--- src/tps_cfg.svh ---
// Register offsets, field positions, reset values and timing counts for the timer
`ifndef TPS_CFG_SVH
`define TPS_CFG_SVH
`define TPS_IDX_COUNT      8'h01
`define TPS_IDX_CONFIG     8'h81
`define TPS_IDX_IRQCTL     8'h0b
`define TPS_IDX_CONTROL    8'h0c
`define TPS_IDX_WDT        8'h0d
`define TPS_CFG_RESET      8'h7b
`define TPS_IRQ_RESET      8'h00
`define TPS_BIT_EXT_EDGE   6
`define TPS_BIT_SRC        5
`define TPS_BIT_EDGE       4
`define TPS_BIT_ASSIGN     3
`define TPS_BIT_GIE        7
`define TPS_BIT_OVIE       5
`define TPS_BIT_OVF        2
`define TPS_BIT_INTF       1
`define TPS_BIT_WATCHDOG_CLEAR_OP     0
`define TPS_BIT_SLEEP      1
`define TPS_INSTR_DIV      2'h3
`define TPS_WRITE_HOLD     2'h2
`endif

--- src/tps_pkg.sv ---
// Types shared by the timer block
package tps_pkg;
   typedef struct packed {
      logic       ext_interrupt_edge;
      logic       clock_source_select;
      logic       count_edge_select;
      logic       prescaler_assign;
      logic [2:0] ratio_select;
   } tps_config_s;
   typedef enum logic [2:0] {
      TPS_IDLE = 3'h1,
      TPS_ACK  = 3'h2,
      TPS_GAP  = 3'h4
   } tps_bus_e;
endpackage : tps_pkg

--- src/tps_edge_detect.sv ---
// Synchroniser with selectable-edge pulse detector
`timescale 1ns/1ns
module tps_edge_detect (
   input  wire logic clock,
   input  wire logic rst,
   input  wire logic pin,
   input  wire logic falling,
   output logic      pulse
);
   logic s1_reg, s2_reg, s3_reg;
   logic s1_next, s2_next, s3_next;
   always_comb begin
      s1_next = pin;
      s2_next = s1_reg;
      s3_next = s2_reg;
   end
   always_ff @(posedge clock) begin
      if (rst) begin
         s1_reg <= 1'b0;
         s2_reg <= 1'b0;
         s3_reg <= 1'b0;
      end else begin
         s1_reg <= s1_next;
         s2_reg <= s2_next;
         s3_reg <= s3_next;
      end
   end
   // Only the second and third stages feed the edge test
   assign pulse = falling ? (s3_reg & ~s2_reg) : (~s3_reg & s2_reg);
endmodule : tps_edge_detect

--- src/tps_timer.sv ---
// Eight-bit timer/counter with a prescaler shared with the watchdog
`timescale 1ns/1ns
`include "tps_cfg.svh"
module tps_timer
   import tps_pkg::*;
#(
   parameter int WDT_WIDTH = 16
) (
   input  wire logic        clock,
   input  wire logic        rst,
   input  wire logic        wb_cyc_i,
   input  wire logic        wb_stb_i,
   input  wire logic        wb_we_i,
   input  wire logic [31:0] wb_adr_i,
   input  wire logic [31:0] wb_dat_i,
   input  wire logic [3:0]  wb_sel_i,
   output logic      [31:0] wb_dat_o,
   output logic             wb_ack_o,
   input  wire logic        ext_count_pin,
   input  wire logic        ext_int_pin,
   output logic             irq_o,
   output logic             wdt_tick_o,
   output logic             ext_int_event_o
);
   tps_bus_e              bus_reg, bus_next;
   logic [31:0]           dat_reg, dat_next;
   logic [7:0]            count_reg, count_next;
   tps_config_s           cfg_reg, cfg_next;
   logic [7:0]            irqctl_reg, irqctl_next;
   logic                  sleep_reg, sleep_next;
   logic [7:0]            pre_reg, pre_next;
   logic [1:0]            phase_reg, phase_next;
   logic [1:0]            hold_reg, hold_next;
   logic [WDT_WIDTH-1:0]  wdt_reg, wdt_next;
   logic                  irq_reg, irq_next;
   logic                  tick_reg, tick_next;
   logic                  eint_reg, eint_next;
   logic                  count_pulse, eint_pulse;
   logic                  wr, rd_go;
   logic [7:0]            idx, wbyte;

   // Byte address is four times the register index
   function automatic logic hit(input logic [7:0] want);
      hit = (idx == want);
   endfunction : hit

   // Prescaler output bit for a given ratio; n selects bit n of the divider
   function automatic logic pre_edge(input logic [7:0] oldv, input logic [7:0] newv,
                                     input logic [2:0] n);
      pre_edge = oldv[n] & ~newv[n];
   endfunction : pre_edge

   assign idx   = wb_adr_i[9:2];
   assign wbyte = wb_dat_i[7:0];
   assign wr    = (bus_reg == TPS_IDLE) && wb_cyc_i && wb_stb_i && wb_we_i && wb_sel_i[0];
   assign rd_go = (bus_reg == TPS_IDLE) && wb_cyc_i && wb_stb_i;

   tps_edge_detect u_tcki (
      .clock   (clock),
      .rst     (rst),
      .pin     (ext_count_pin),
      .falling (cfg_reg.count_edge_select),
      .pulse   (count_pulse)
   );
   tps_edge_detect u_int (
      .clock   (clock),
      .rst     (rst),
      .pin     (ext_int_pin),
      .falling (~cfg_reg.ext_interrupt_edge),
      .pulse   (eint_pulse)
   );

   // Bus slave: ack one cycle after request, then one idle cycle
   always_comb begin
      bus_next = bus_reg;
      dat_next = dat_reg;
      case (bus_reg)
         TPS_IDLE: begin
            if (rd_go) begin
               bus_next = TPS_ACK;
               dat_next = 32'h0;
               if (hit(`TPS_IDX_COUNT))
                  dat_next = {24'h0, count_reg};
               else if (hit(`TPS_IDX_CONFIG))
                  dat_next = {25'h0, cfg_reg};
               else if (hit(`TPS_IDX_IRQCTL))
                  dat_next = {24'h0, irqctl_reg};
               else if (hit(`TPS_IDX_CONTROL))
                  dat_next = {30'h0, sleep_reg, 1'b0};
               else if (hit(`TPS_IDX_WDT))
                  dat_next = 32'(wdt_reg);
            end
         end
         TPS_ACK:  bus_next = TPS_GAP;
         TPS_GAP:  bus_next = TPS_IDLE;
         default:  bus_next = TPS_IDLE;
      endcase
   end

   // Counting datapath
   always_comb begin
      logic inc_src, inc, wdt_src, clr_pre, wd_own, watchdog_clear_op;
      inc_src     = 1'b0;
      inc         = 1'b0;
      wdt_src     = 1'b0;
      clr_pre     = 1'b0;
      watchdog_clear_op      = wr && hit(`TPS_IDX_CONTROL) && wbyte[`TPS_BIT_WATCHDOG_CLEAR_OP];
      wd_own      = cfg_reg.prescaler_assign;
      count_next  = count_reg;
      cfg_next    = cfg_reg;
      irqctl_next = irqctl_reg;
      sleep_next  = sleep_reg;
      pre_next    = pre_reg;
      hold_next   = hold_reg;
      wdt_next    = wdt_reg;
      tick_next   = 1'b0;
      eint_next   = eint_pulse;
      phase_next  = sleep_reg ? phase_reg : phase_reg + 2'h1;
      // Source event: instruction period or pin edge, frozen in sleep
      if (!sleep_reg) begin
         if (cfg_reg.clock_source_select)
            inc_src = count_pulse;
         else
            inc_src = (phase_reg == `TPS_INSTR_DIV);
      end
      wdt_src = !sleep_reg && (phase_reg == `TPS_INSTR_DIV);
      if (wd_own) begin
         inc = inc_src;
         pre_next = wdt_src ? pre_reg + 8'h1 : pre_reg;
         wdt_src  = (cfg_reg.ratio_select == 3'h0) ? wdt_src
                  : (wdt_src && pre_edge(pre_reg, pre_next, cfg_reg.ratio_select - 3'h1));
      end else begin
         pre_next = inc_src ? pre_reg + 8'h1 : pre_reg;
         inc = inc_src && pre_edge(pre_reg, pre_next, cfg_reg.ratio_select);
      end
      // Write-hold window counts down in instruction periods
      if (hold_reg != 2'h0) begin
         if (phase_reg == `TPS_INSTR_DIV)
            hold_next = hold_reg - 2'h1;
         inc = 1'b0;
      end
      if (inc) begin
         count_next = count_reg + 8'h1;
         if (count_reg == 8'hff)
            irqctl_next[`TPS_BIT_OVF] = 1'b1;
      end
      if (wdt_src) begin
         wdt_next = wdt_reg + 1'b1;
         if (&wdt_reg)
            tick_next = 1'b1;
      end
      if (eint_pulse)
         irqctl_next[`TPS_BIT_INTF] = 1'b1;
      if (wr && hit(`TPS_IDX_COUNT)) begin
         count_next = wbyte;
         hold_next  = `TPS_WRITE_HOLD;
         if (!wd_own)
            clr_pre = 1'b1;
      end
      if (wr && hit(`TPS_IDX_CONFIG))
         cfg_next = wbyte[6:0];
      if (wr && hit(`TPS_IDX_IRQCTL)) begin
         // Hardware set wins over a same-cycle software clear
         irqctl_next = wbyte | (irqctl_reg & 8'h0 );
         if (inc && count_reg == 8'hff)
            irqctl_next[`TPS_BIT_OVF] = 1'b1;
         if (eint_pulse)
            irqctl_next[`TPS_BIT_INTF] = 1'b1;
      end
      if (wr && hit(`TPS_IDX_CONTROL))
         sleep_next = wbyte[`TPS_BIT_SLEEP];
      if (watchdog_clear_op) begin
         wdt_next = '0;
         if (wd_own)
            clr_pre = 1'b1;
      end
      if (clr_pre)
         pre_next = 8'h0;
      irq_next = irqctl_next[`TPS_BIT_GIE] && irqctl_next[`TPS_BIT_OVIE]
               && irqctl_next[`TPS_BIT_OVF];
   end

   always_ff @(posedge clock) begin
      if (rst) begin
         bus_reg    <= TPS_IDLE;
         dat_reg    <= 32'h0;
         count_reg  <= 8'h0;
         cfg_reg    <= tps_config_s'(7'(`TPS_CFG_RESET));
         irqctl_reg <= `TPS_IRQ_RESET;
         sleep_reg  <= 1'b0;
         pre_reg    <= 8'h0;
         phase_reg  <= 2'h0;
         hold_reg   <= 2'h0;
         wdt_reg    <= '0;
         irq_reg    <= 1'b0;
         tick_reg   <= 1'b0;
         eint_reg   <= 1'b0;
      end else begin
         bus_reg    <= bus_next;
         dat_reg    <= dat_next;
         count_reg  <= count_next;
         cfg_reg    <= cfg_next;
         irqctl_reg <= irqctl_next;
         sleep_reg  <= sleep_next;
         pre_reg    <= pre_next;
         phase_reg  <= phase_next;
         hold_reg   <= hold_next;
         wdt_reg    <= wdt_next;
         irq_reg    <= irq_next;
         tick_reg   <= tick_next;
         eint_reg   <= eint_next;
      end
   end

   assign wb_dat_o        = dat_reg;
   assign wb_ack_o        = (bus_reg == TPS_ACK);
   assign irq_o           = irq_reg;
   assign wdt_tick_o      = tick_reg;
   assign ext_int_event_o = eint_reg;
endmodule : tps_timer

--- config.mk ---
export PLATFORM = sky130hd
export DESIGN_NAME = tps_timer
export DESIGN_NICKNAME = d
export VERILOG_FILES = /design/src/tps_pkg.sv /design/src/tps_edge_detect.sv /design/src/tps_timer.sv
export VERILOG_INCLUDE_DIRS = /design/src
export SDC_FILE = /design/constraint.sdc
export NUM_CORES = 1
export LEC_CHECK = 0
export ABC_AREA = 1
export BUFFER_PORTS_ARGS = -buffer_cell sky130_fd_sc_hd__buf_2
export CORE_MARGIN = 5
export CORE_UTILIZATION = 45
export DETAILED_ROUTE_END_ITERATION = 10
export HOLD_SLACK_MARGIN = 0.06
export PLACE_DENSITY = 0.71
export RECOVER_POWER = 100
export REMOVE_ABC_BUFFERS = 1
export SETUP_SLACK_MARGIN = 0.1
export SYNTH_ARGS = -nofsm -noshare
export SYNTH_HDL_FRONTEND = slang
export SYNTH_SLANG_ARGS = --single-unit
--- constraint.sdc ---
create_clock -name clock -period 2 [get_ports clock]
set_clock_uncertainty 0.1 [all_clocks]
set_input_delay 0.1 -clock clock [delete_from_list [all_inputs] [get_ports clock]]
set_output_delay 0.1 -clock clock [all_outputs]
set_load 0.03 [all_outputs]
# After elaboration in Yosys (flattened, before gate mapping)
# Cells that the tools add are included.
# totals
mem_bits_rw	0
latch_bits	0
mem_count	0
mem_bits_ro	0
input_bits	75
out_inout_bits	36
reg_bits	96
word_cells	129
# op_classes
div_mod_pow	0
magnitude_cmp	2
n_eq_ne	10
bitwise	13
addsub	6
multipliers	0
reduce_logical	30
muxes	42
shifts	0
# op_table
cell	n
16-bit 2-to-1 mux	5
8-bit 2-to-1 mux	6
8-bit by 4-bit == test with 1-bit output, second input constant	3
1-bit 2-to-1 mux	22
16-bit by 1-bit adder with 16-bit output, second input constant	1
8-bit by 1-bit adder with 8-bit output, second input constant	2
8-bit == test, second input constant	2
16-bit AND reduction	1
1-bit logical AND	15
1-bit binary-select mux with 3-bit select	4
2-bit nonzero test	5
8-bit by 1-bit == test with 1-bit output, second input constant	1
3-bit by 4-bit less-than comparator with 1-bit output, second input constant	2
2-bit OR reduction	4
1-bit NOT	7
1-bit AND	6
2-bit 2-to-1 mux	3
3-bit one-hot mux with 2 select lines	1
2-bit AND reduction	3
3-bit by 1-bit == test with 1-bit output, second input constant	1
3-bit by 2-bit == test with 1-bit output, second input constant	1
3-bit logical NOT	1
3-bit 2-to-1 mux	1
3-bit by 1-bit subtractor with 3-bit output, second input constant	1
other kinds (5)	5

# Depth between registers and ports, before layout
# Gate-level depths: netlist of the first run.
# logic_depth
ltp_word	18
ltp_mapped	18
ltp_nobuf	18

# By module
# A second synthesis of the first run with hierarchy kept.
# unflattened
hier_cells	705
hier_area_um2	4788.3
# modules_own_cells
module	cells_per_inst	n_inst	seq_area_each_um2	area_each_um2
tps_timer	677	1	1481.4	4580.6
tps_edge_detect	14	2	60.1	103.8

# Least setup slack after synthesis of the first run
# OpenSTA, ideal clock, no wires.
# synth_timing
kind	reg2reg
start	reg cfg_reg[0] (netlist bit)
end	reg wdt_reg[12]
path_buffers	2
stages_incl_launch_ff	17
slack_ps	-149
period_less_slack_ps	2149
setup_ps	132
arrival_time_ps	1917
t_required_ps	1768
path_cell_list	dfxtp_1 -> inv_1 -> buf_2 -> ha_1 -> inv_1 -> a21oi_1 -> o21ai_0 -> nand2_1 -> nor2_1 -> a31oi_1 -> a21oi_1 -> nand2_2 -> nand2_4 -> nand2_4 -> buf_6 -> nand2_1 -> a21oi_1
# synth_via
elab_chain_cells	8
elab_cells_between_ends	11
classes_between	1 x add/sub; 6 x mux; 2 x bitwise; 2 x reduce/logical
# synth_lines
element	line	source
from (decl)	tps_timer.sv:28	tps_config_s cfg_reg, cfg_next;
from (signal assigned)	tps_timer.sv:188	cfg_reg <= tps_config_s'(7'(`TPS_CFG_RESET));
from (signal assigned)	tps_timer.sv:202	cfg_reg <= cfg_next;
3-bit by 1-bit subtractor with 3-bit output	tps_timer.sv:131	: (wdt_src && pre_edge(pre_reg, pre_next, cfg_reg.ratio_select - 3'h1));
1-bit binary-select mux with 3-bit select	tps_timer.sv:50	pre_edge = oldv[n] & ~newv[n];
1-bit 2-to-1 mux (not written as such)	tps_timer.sv:50	
1-bit NOT	tps_timer.sv:50	
1-bit AND	tps_timer.sv:50	
1-bit logical AND	tps_timer.sv:131	
1-bit 2-to-1 mux (*)	tps_timer.sv:130	wdt_src = (cfg_reg.ratio_select == 3'h0) ? wdt_src
1-bit 2-to-1 mux (*)	tps_timer.sv:127	if (wd_own) begin
to (signal assigned)	tps_timer.sv:208	wdt_reg <= wdt_next;
to (decl)	tps_timer.sv:34	logic [WDT_WIDTH-1:0] wdt_reg, wdt_next;
# Mark *: on every way between the ends. The rest lies on a longest branch, timed or not. The select of a mux whose other input is x is not followed.
# A chain may end at the register's enable or synchronous reset.

# Final worst setup path of the first run
# layout_timing
start	reg cfg_reg[0] (netlist bit)
end	reg wdt_reg[4]
# The elaborated chain is that of the path after synthesis.

==> results of run 1 <==
## synthesized netlist by cell type, drive strengths merged
cell type,number
o21bai,1
buf,29
a31o,1
a311oi,4
nand4,6
ha,7
xor2,16
nor2,57
a21oi,69
a221oi,2
dfxtp,80
clkbuf,11
mux2i,1
nand2,147
inv,69
conb,1
o21ai,43
nor3,10
nor4,4
a211oi,3
nand3,75
o22ai,2
xnor2,5
and3,1
o221ai,3
o211ai,10
nand3b,1
a31oi,3
## layer usage
metal,track usage,vias up,share of wire
met1,0.315,2264,0.43
met5,0,-,0
met2,0.378,218,0.47
met3,0.0472,33,0.073
met4,0.0704,0,0.023
li1,-,2380,-
## power by group through the flow
stage               clock, mW  combinational, mW  sequential [mW]
floorplan                   0              0.140             1.69
global placement            0              0.274             1.67
detailed placement          0              0.278             1.67
CTS                      1.49              0.311             1.64
global route             1.56              0.365             1.64
finish                   1.48              0.333             1.64
## what timing repair did
action,in CTS,in global routing
pin swaps,33,31
endpoints found under the hold margin,22,1
setup buffers,3,2
gates resized for setup,67,53
gates cloned,4,0
hold buffers,10,1
endpoints found under the setup margin,26,36
## per-stage QoR
stage | TNS, ps | hold WS (ps) | power (mW) | utilization
after floorplan | -22690 | 69.1 | 1.83 | -
after detailed placement | -3080 | 206 | 1.95 | 0.523
after global routing | -3890 | 89.6 | 3.57 | 0.613
after CTS | -298 | 111 | 3.44 | 0.588
after global placement | -2360 | 205 | 1.95 | 0.523
final | -625 | 66.6 | 3.45 | 0.613
## worst max-delay path, stage by stage, from the launching register on
cell     delay, ps
dfxtp_2        340
inv_2           50
ha_4           260
buf_6          110
a21oi_2         80
o21ai_1         80
nand2_1         80
nor2_1          40
a31oi_1        170
a21oi_2         50
nand2_2        120
nand2_8        120
buf_8          180
nand3_1         80
a21oi_1         70
## final cells by class
cell class                 count  area share
clock buffer                   9      0.0207
inverter                      69      0.0437
timing repair buffer         115       0.136
multi-input combinational    490       0.483
sequential                    80       0.269
tap                          133      0.0278
clock inverter                 6      0.0194
## cell families (layout without fill, tap and decap cells)
logic type	Yosys count	after routing	synth area share
compound gates	141	141	0.176
fa+ha+maj	7	7	0.0194
buf+inv	109	199	0.113
other cells	1	16	0.000831
mux	1	1	0.00222
flops	80	80	0.355
simple gates	301	304	0.294
xor+xnor	21	21	0.0408
## worst paths after layout
kind / endpoint / slack, ps / depth (start not counted) / startpoint
min reg2reg: u_tcki.s2_reg$_SDFF_PP0_ / 300 / 2 / u_tcki.s1_reg$_SDFF_PP0_
max reg2reg: wdt_reg[4]$_SDFFE_PP0P_ / -60 / 14 / cfg_reg[0]$_SDFFE_PP1P_
min: sleep_reg$_SDFFE_PP0P_ / 70 / 5 / wb_sel_i[0]
max: wdt_reg[4]$_SDFFE_PP0P_ / -60 / 14 / cfg_reg[0]$_SDFFE_PP1P_
==> results by group, run 1 <==
STA
  – RSZ-0062 raised after global routing: true
  – Max Clock Freq: slightly below 500 MHz
  – Final Hold Fails: 0
  – Period utilization: 1.03
  – Max-slew violation count: 0
  – Fin worst setup slack: -58.1 ps
  – Final setup viols: 23
  – Tmin final: approximately 2100 ps

Routing
  – Final wirelength: 13.9 mm
  – DR vias: between 4000 and 5000
  – DRT antenna net count: 0
  – DR DRC count: 0
  – DR iter-0 viols: between 300 and 400
  – Wire per inst: 15.4 um
  – Drt first pass iters: 7
  – Via density: between 5 and 6

Placement
  – PortBufs: between 40 and 50
  – Post-DP HPWL: roughly 9.5 mm
  – Place WS: -150 ps
  – Placed cell area: 5110 sq um
  – RD Place Congestion: about 0.93
  – Placed cells: between 800 and 900

Cells and area
  – Antenna cells: 0
  – Area delta synth->final: 32.8%
  – Most common cell after layout, fill and taps aside: nand2_1
  – Proportion of layout cells with a drive suffix above 1: 0.294
  – Non-filler cells, final: around 900
  – Area of the multi-input gates: 2890 sq um
  – Fill cells: slightly below 900
  – Final non-filler cell area: between 5000 and 6000 sq um
  – Flip-flop and latch area: between 1500 and 2000 sq um
  – Most frequent cells in the layout: nand2_1 (119), dfxtp_1 (70), inv_1 (59), a21oi_1 (56), buf_4 (53)
  – Nets: about 850

CTS
  – Clock transition at path regs: approximately 90 ps
  – CTS tree: built
  – CTS max path bufs: 2
  – Worst-Skew Late Latency: between 300 and 400 ps
  – Clock root buffer: clkbuf_8
  – Clock sinks: 80
  – Htree depth: 3
  – CTS Buf Count: 9

Synthesis
  – Synth Cell Area: about 4500 sq um
  – Top cell type's share of synthesized area: 0.355
  – Synth Area per Inst: roughly 7 sq um
  – Synth Warn #: 0
  – Syn Inst Count: approximately 660
  – Area leader, netlist: dfxtp_1
  – Top cells by area, synth: dfxtp_1 (35%), nand2_1 (12%), nand3_1 (8.2%)
  – Flops & latches, synth: 80
  – Sequential area share after synthesis: 0.355
  – Unique masters post-synth: 41

Die
  – Die Span Y: between 100 and 150 um
  – Core area: between 9000 and 10000 sq um
  – Die footprint: ~12000 sq um
  – Site row count: 36
  – Num ports: between 100 and 150
  – Starting density of the core: 0.462
  – Die Width: between 100 and 150 um

Run status
  – Violated checks: setup timing
  – Status: complete, but fails checks

Power and ir drop
  – Static leakage: 2.42 nW
  – Int Power: 2.57 mW
  – Power per cell area: slightly below 600 nW/um^2
  – Clock group share of total power: 0.428
  – Sw frac: 0.257
  – Reg power frac: 0.475
  – Peak supply drop: approximately 390 uV
  – Sw power: just under 0.9 mW
  – Combinational fraction of design power: 0.097

Global route
  – Initial antenna violation count: 0
  – Vias in the first global route: around 4600
  – All-layer global routing usage: 0.234
  – Overflow after GRT: 0
  – Largest net degree at the start of global routing: 28
  – First-pass GRT wire length: roughly 22 mm

Run
  – Max_cap viols: 0

Worst setup path
  – Crit path arrival time: between 2000 and 2500 ps
  – WS Path Type: reg -> reg
  – Nature of the critical path endpoint: register
  – Crit path launch type: register
  – Crit Path Max Fanout: 7
  – Required time worst endpoint: 2150 ps

Hold path
  – Min-delay worst type: in -> reg
(Power assumes the default switching activity.)
==> inputs of run 2 (changes only) <==
--- a/config.mk
+++ b/config.mk
@@ -9,4 +9,5 @@
 export ABC_AREA = 1
 export BUFFER_PORTS_ARGS = -buffer_cell sky130_fd_sc_hd__buf_2
+export CAP_MARGIN = 10
 export CORE_MARGIN = 5
 export CORE_UTILIZATION = 45
==> constraint.sdc (replaced) <==
create_clock -name clock -period 2 [get_ports clock]
set_clock_uncertainty 0.1 [all_clocks]
set_input_delay 0.3 -clock clock [delete_from_list [all_inputs] [get_ports clock]]
set_output_delay 0.3 -clock clock [all_outputs]
set_load 0.03 [all_outputs]
==> run 2 against run 1 <==
  * The run still ends with setup timing left
  * Flip-flop and latch count unchanged
  * Worst setup slack worse by 80 ps
  * Hold slack better by 51 ps
  * Sequential power is essentially flat
  * Clock power is 11% lower
  * Clock-buffer cell count is 1 higher
  * First-iteration DRC count up 1.1%
  * Maximum frequency shrank 3.7%
  * Largest cell class unchanged
  * Highest routed layer unchanged
==> results by group, run 2 (synthesis results as in run 1) <==
CTS
  – CTS Buf Count: 9 (unchanged)
  – CTS tree: built (unchanged)
  – Clock transition at path regs: 90 ps (about the same)
  – Worst-Skew Late Latency: 370 ps (was 360 ps)
  – Clock root buffer: clkbuf_8 (unchanged)
  – Clock sinks: 80 (unchanged)
  – CTS max path bufs: 2 (unchanged)
  – Htree depth: 3 (unchanged)

Die
  – Die Span Y: 110 um (unchanged)
  – Die Width: 110 um (unchanged)
  – Site row count: 36 (unchanged)
  – Num ports: 111 (unchanged)
  – Starting density of the core: 0.462 (unchanged)
  – Core area: 9770 sq um (unchanged)
  – Die footprint: 12100 sq um (unchanged)

STA
  – Final setup viols: 27 (was 23)
  – Max-slew violation count: 0 (unchanged)
  – Period utilization: 1.07 (was 1.03)
  – RSZ-0062 raised after global routing: true (unchanged)
  – Worst Hold Slack: 117 ps (was 66.6 ps)
  – Max Clock Freq: 468 MHz (was 486 MHz)
  – Final Hold Fails: 0 (unchanged)
  – Fin worst setup slack: -138 ps (was -58.1 ps)
  – Tmin final: 2140 ps (was 2060 ps)

Placement
  – Placed cell area: 5150 sq um (was 5110 sq um)
  – Post-DP HPWL: 9.37 mm (was 9.54 mm)
  – PortBufs: 43 (unchanged)
  – Place WS: -237 ps (was -150 ps)
  – RD Place Congestion: 0.884 (was 0.933)

Routing
  – DR iter-0 viols: 381 (was 377)
  – Via density: 5.45 (was 5.43)
  – DR DRC count: 0 (unchanged)
  – DRT antenna net count: 0 (unchanged)
  – Final wirelength: 14.2 mm (was 13.9 mm)
  – Wire per inst: 15.7 um (was 15.4 um)
  – Metal3 WL: 1.02 mm (about the same)
  – Max Used Layer: met4 (unchanged)
  – DR vias: 4912 (was 4895)
  – Drt first pass iters: 5 (was 7)
  – Routed wl met2: 6.87 mm (was 6.60 mm)
  – M1 wire length: 6.02 mm (was 5.99 mm)

Worst setup path
  – Nature of the critical path endpoint: register (unchanged)
  – Required time worst endpoint: 2160 ps (was 2150 ps)
  – WS Path Type: reg -> reg (unchanged)
  – Crit path top cell by count: nand2_2 (was a21oi_2)
  – Crit-path cells: ha_4, inv_4, a21oi_4, nand2_4, nand2_2, nand3_2, nand3_2, nand2_2, nand2_2, nand3_4, buf_6, nand3_4, nand2_2, nand2_2, nor2_2 (was inv_2, ha_4, buf_6, a21oi_2, o21ai_1, nand2_1, nor2_1, a31oi_1, a21oi_2, nand2_2, nand2_8, buf_8, nand3_1, a21oi_1)
  – Crit Path Max Fanout: 5 (was 7)
  – Crit path buf inv count: 2 (was 3)
  – Crit path largest cell delay: 360 ps (was 340 ps)
  – Crit path arrival time: 2300 ps (was 2210 ps)
  – Crit path launch type: register (unchanged)
  – Crit-path slowest cell: dfxtp_2 (unchanged)
  – CP top delay family: simple AND/OR/NAND/NOR gates (was compound AO/OA/AOI/OAI gates)

Cells and area
  – Nets: 845 (was 847)
  – Most frequent cells in the layout: nand2_1 (117), dfxtp_1 (68), inv_1 (59), buf_4 (54), nor2_1 (48) (was nand2_1 (119), dfxtp_1 (70), inv_1 (59), a21oi_1 (56), buf_4 (53))
  – Final non-filler cell area: 6090 sq um (was 5990 sq um)
  – Antenna cells: 0 (unchanged)
  – Area delta synth->final: 35.0% (was 32.8%)
  – Proportion of layout cells with a drive suffix above 1: 0.315 (was 0.294)
  – Most common cell after layout, fill and taps aside: nand2_1 (unchanged)

Power and ir drop
  – Peak supply drop: 344 uV (was 390 uV)
  – Static leakage: 2.33 nW (was 2.42 nW)
  – Total power: 3.28 mW (was 3.45 mW)
  – Power per cell area: 538 nW/um^2 (was 576 nW/um^2)

Run status
  – Violated checks: setup timing (unchanged)
  – Status: complete, but fails checks (unchanged)

Global route
  – First-pass GRT wire length: 21.4 mm (was 22.2 mm)
  – Overflow after GRT: 0 (unchanged)
  – Largest net degree at the start of global routing: 29 (was 28)
  – Initial antenna violation count: 0 (unchanged)
  – All-layer global routing usage: 0.224 (was 0.234)
  – Vias in the first global route: 4475 (was 4568)

Run
  – Max_cap viols: 0 (unchanged)

Hold path
  – Min-delay worst type: in -> reg (unchanged)
[run 2: cell types whose count changed in the layout (fill, tap and decap cells not counted), moves of 2 or more]
cell / delta
bufinv_16: -2
nand3_4: +4
a21oi_2: +9
buf_2: -20
nand3_1: -15
clkbuf_1: +22
nand2_1: -2
buf_12: +2
dfxtp_1: -2
nand3_2: +11
a21oi_1: -9
dfxtp_4: +2
o21ai_1: -2
dlygate4sd3_1: -9
[run 2: path summary, 6_finish.rpt]
kind	depth (start not counted)	from	to	slack, ps
setup reg to reg	15	phase_reg[0]$_SDFFE_PP0N_	irq_o$_SDFF_PP0_	-140
setup / recovery	15	phase_reg[0]$_SDFFE_PP0N_	irq_o$_SDFF_PP0_	-140
hold reg to reg	2	u_tcki.s1_reg$_SDFF_PP0_	u_tcki.s2_reg$_SDFF_PP0_	300
hold / removal	3	wb_dat_i[3]	irqctl_reg[3]$_SDFFE_PP0P_	120
[run 2: tightest hold or removal path: stages]
cell and delay (ps):
buf_2 120, nor2_1 50, nor2_1 80
[run 2: power breakdown]
group,leakage [nW],total [mW],switching (mW),internal [mW]
Sequential,0.650,1.64,0.0203,1.62
Clock,0.105,1.31,0.679,0.631
Combinational,1.57,0.330,0.225,0.105
Total,2.33,3.28,0.924,2.35
[run 2: per-layer routing]
layer	GRT usage	vias up
met1	0.305	2302
met5	0	-
met2	0.359	204
li1	-	2379
met3	0.0367	27
met4	0.0809	0
[run 2: through the flow]
stage	std cells	TNS [ps]	utilization
after floorplan	636	-22910	-
after global placement	868	-2780	0.526
after detailed placement	868	-3760	0.526
after CTS	891	-77.6	0.570
after global routing	901	-5550	0.623
final	901	-1610	0.623
[run 2: cell type report]
type | count | area, sq um
Clock buffer | 10 | 138
Clock inverter | 6 | 75.1
Fill cell | 843 | 3680
Inverter | 69 | 264
Multi-Input combinational cell | 490 | 3050
Sequential cell | 80 | 1620
Tap cell | 133 | 166
Timing Repair Buffer | 113 | 777
[run 2: repair_timing]
item	in CTS	in global routing
hold endpoints to repair	2	0
hold buffers	2	0
pin swaps	17	56
gates resized for setup	43	116
gates cloned	1	2
endpoints found under the setup margin	27	43
setup buffers	4	8
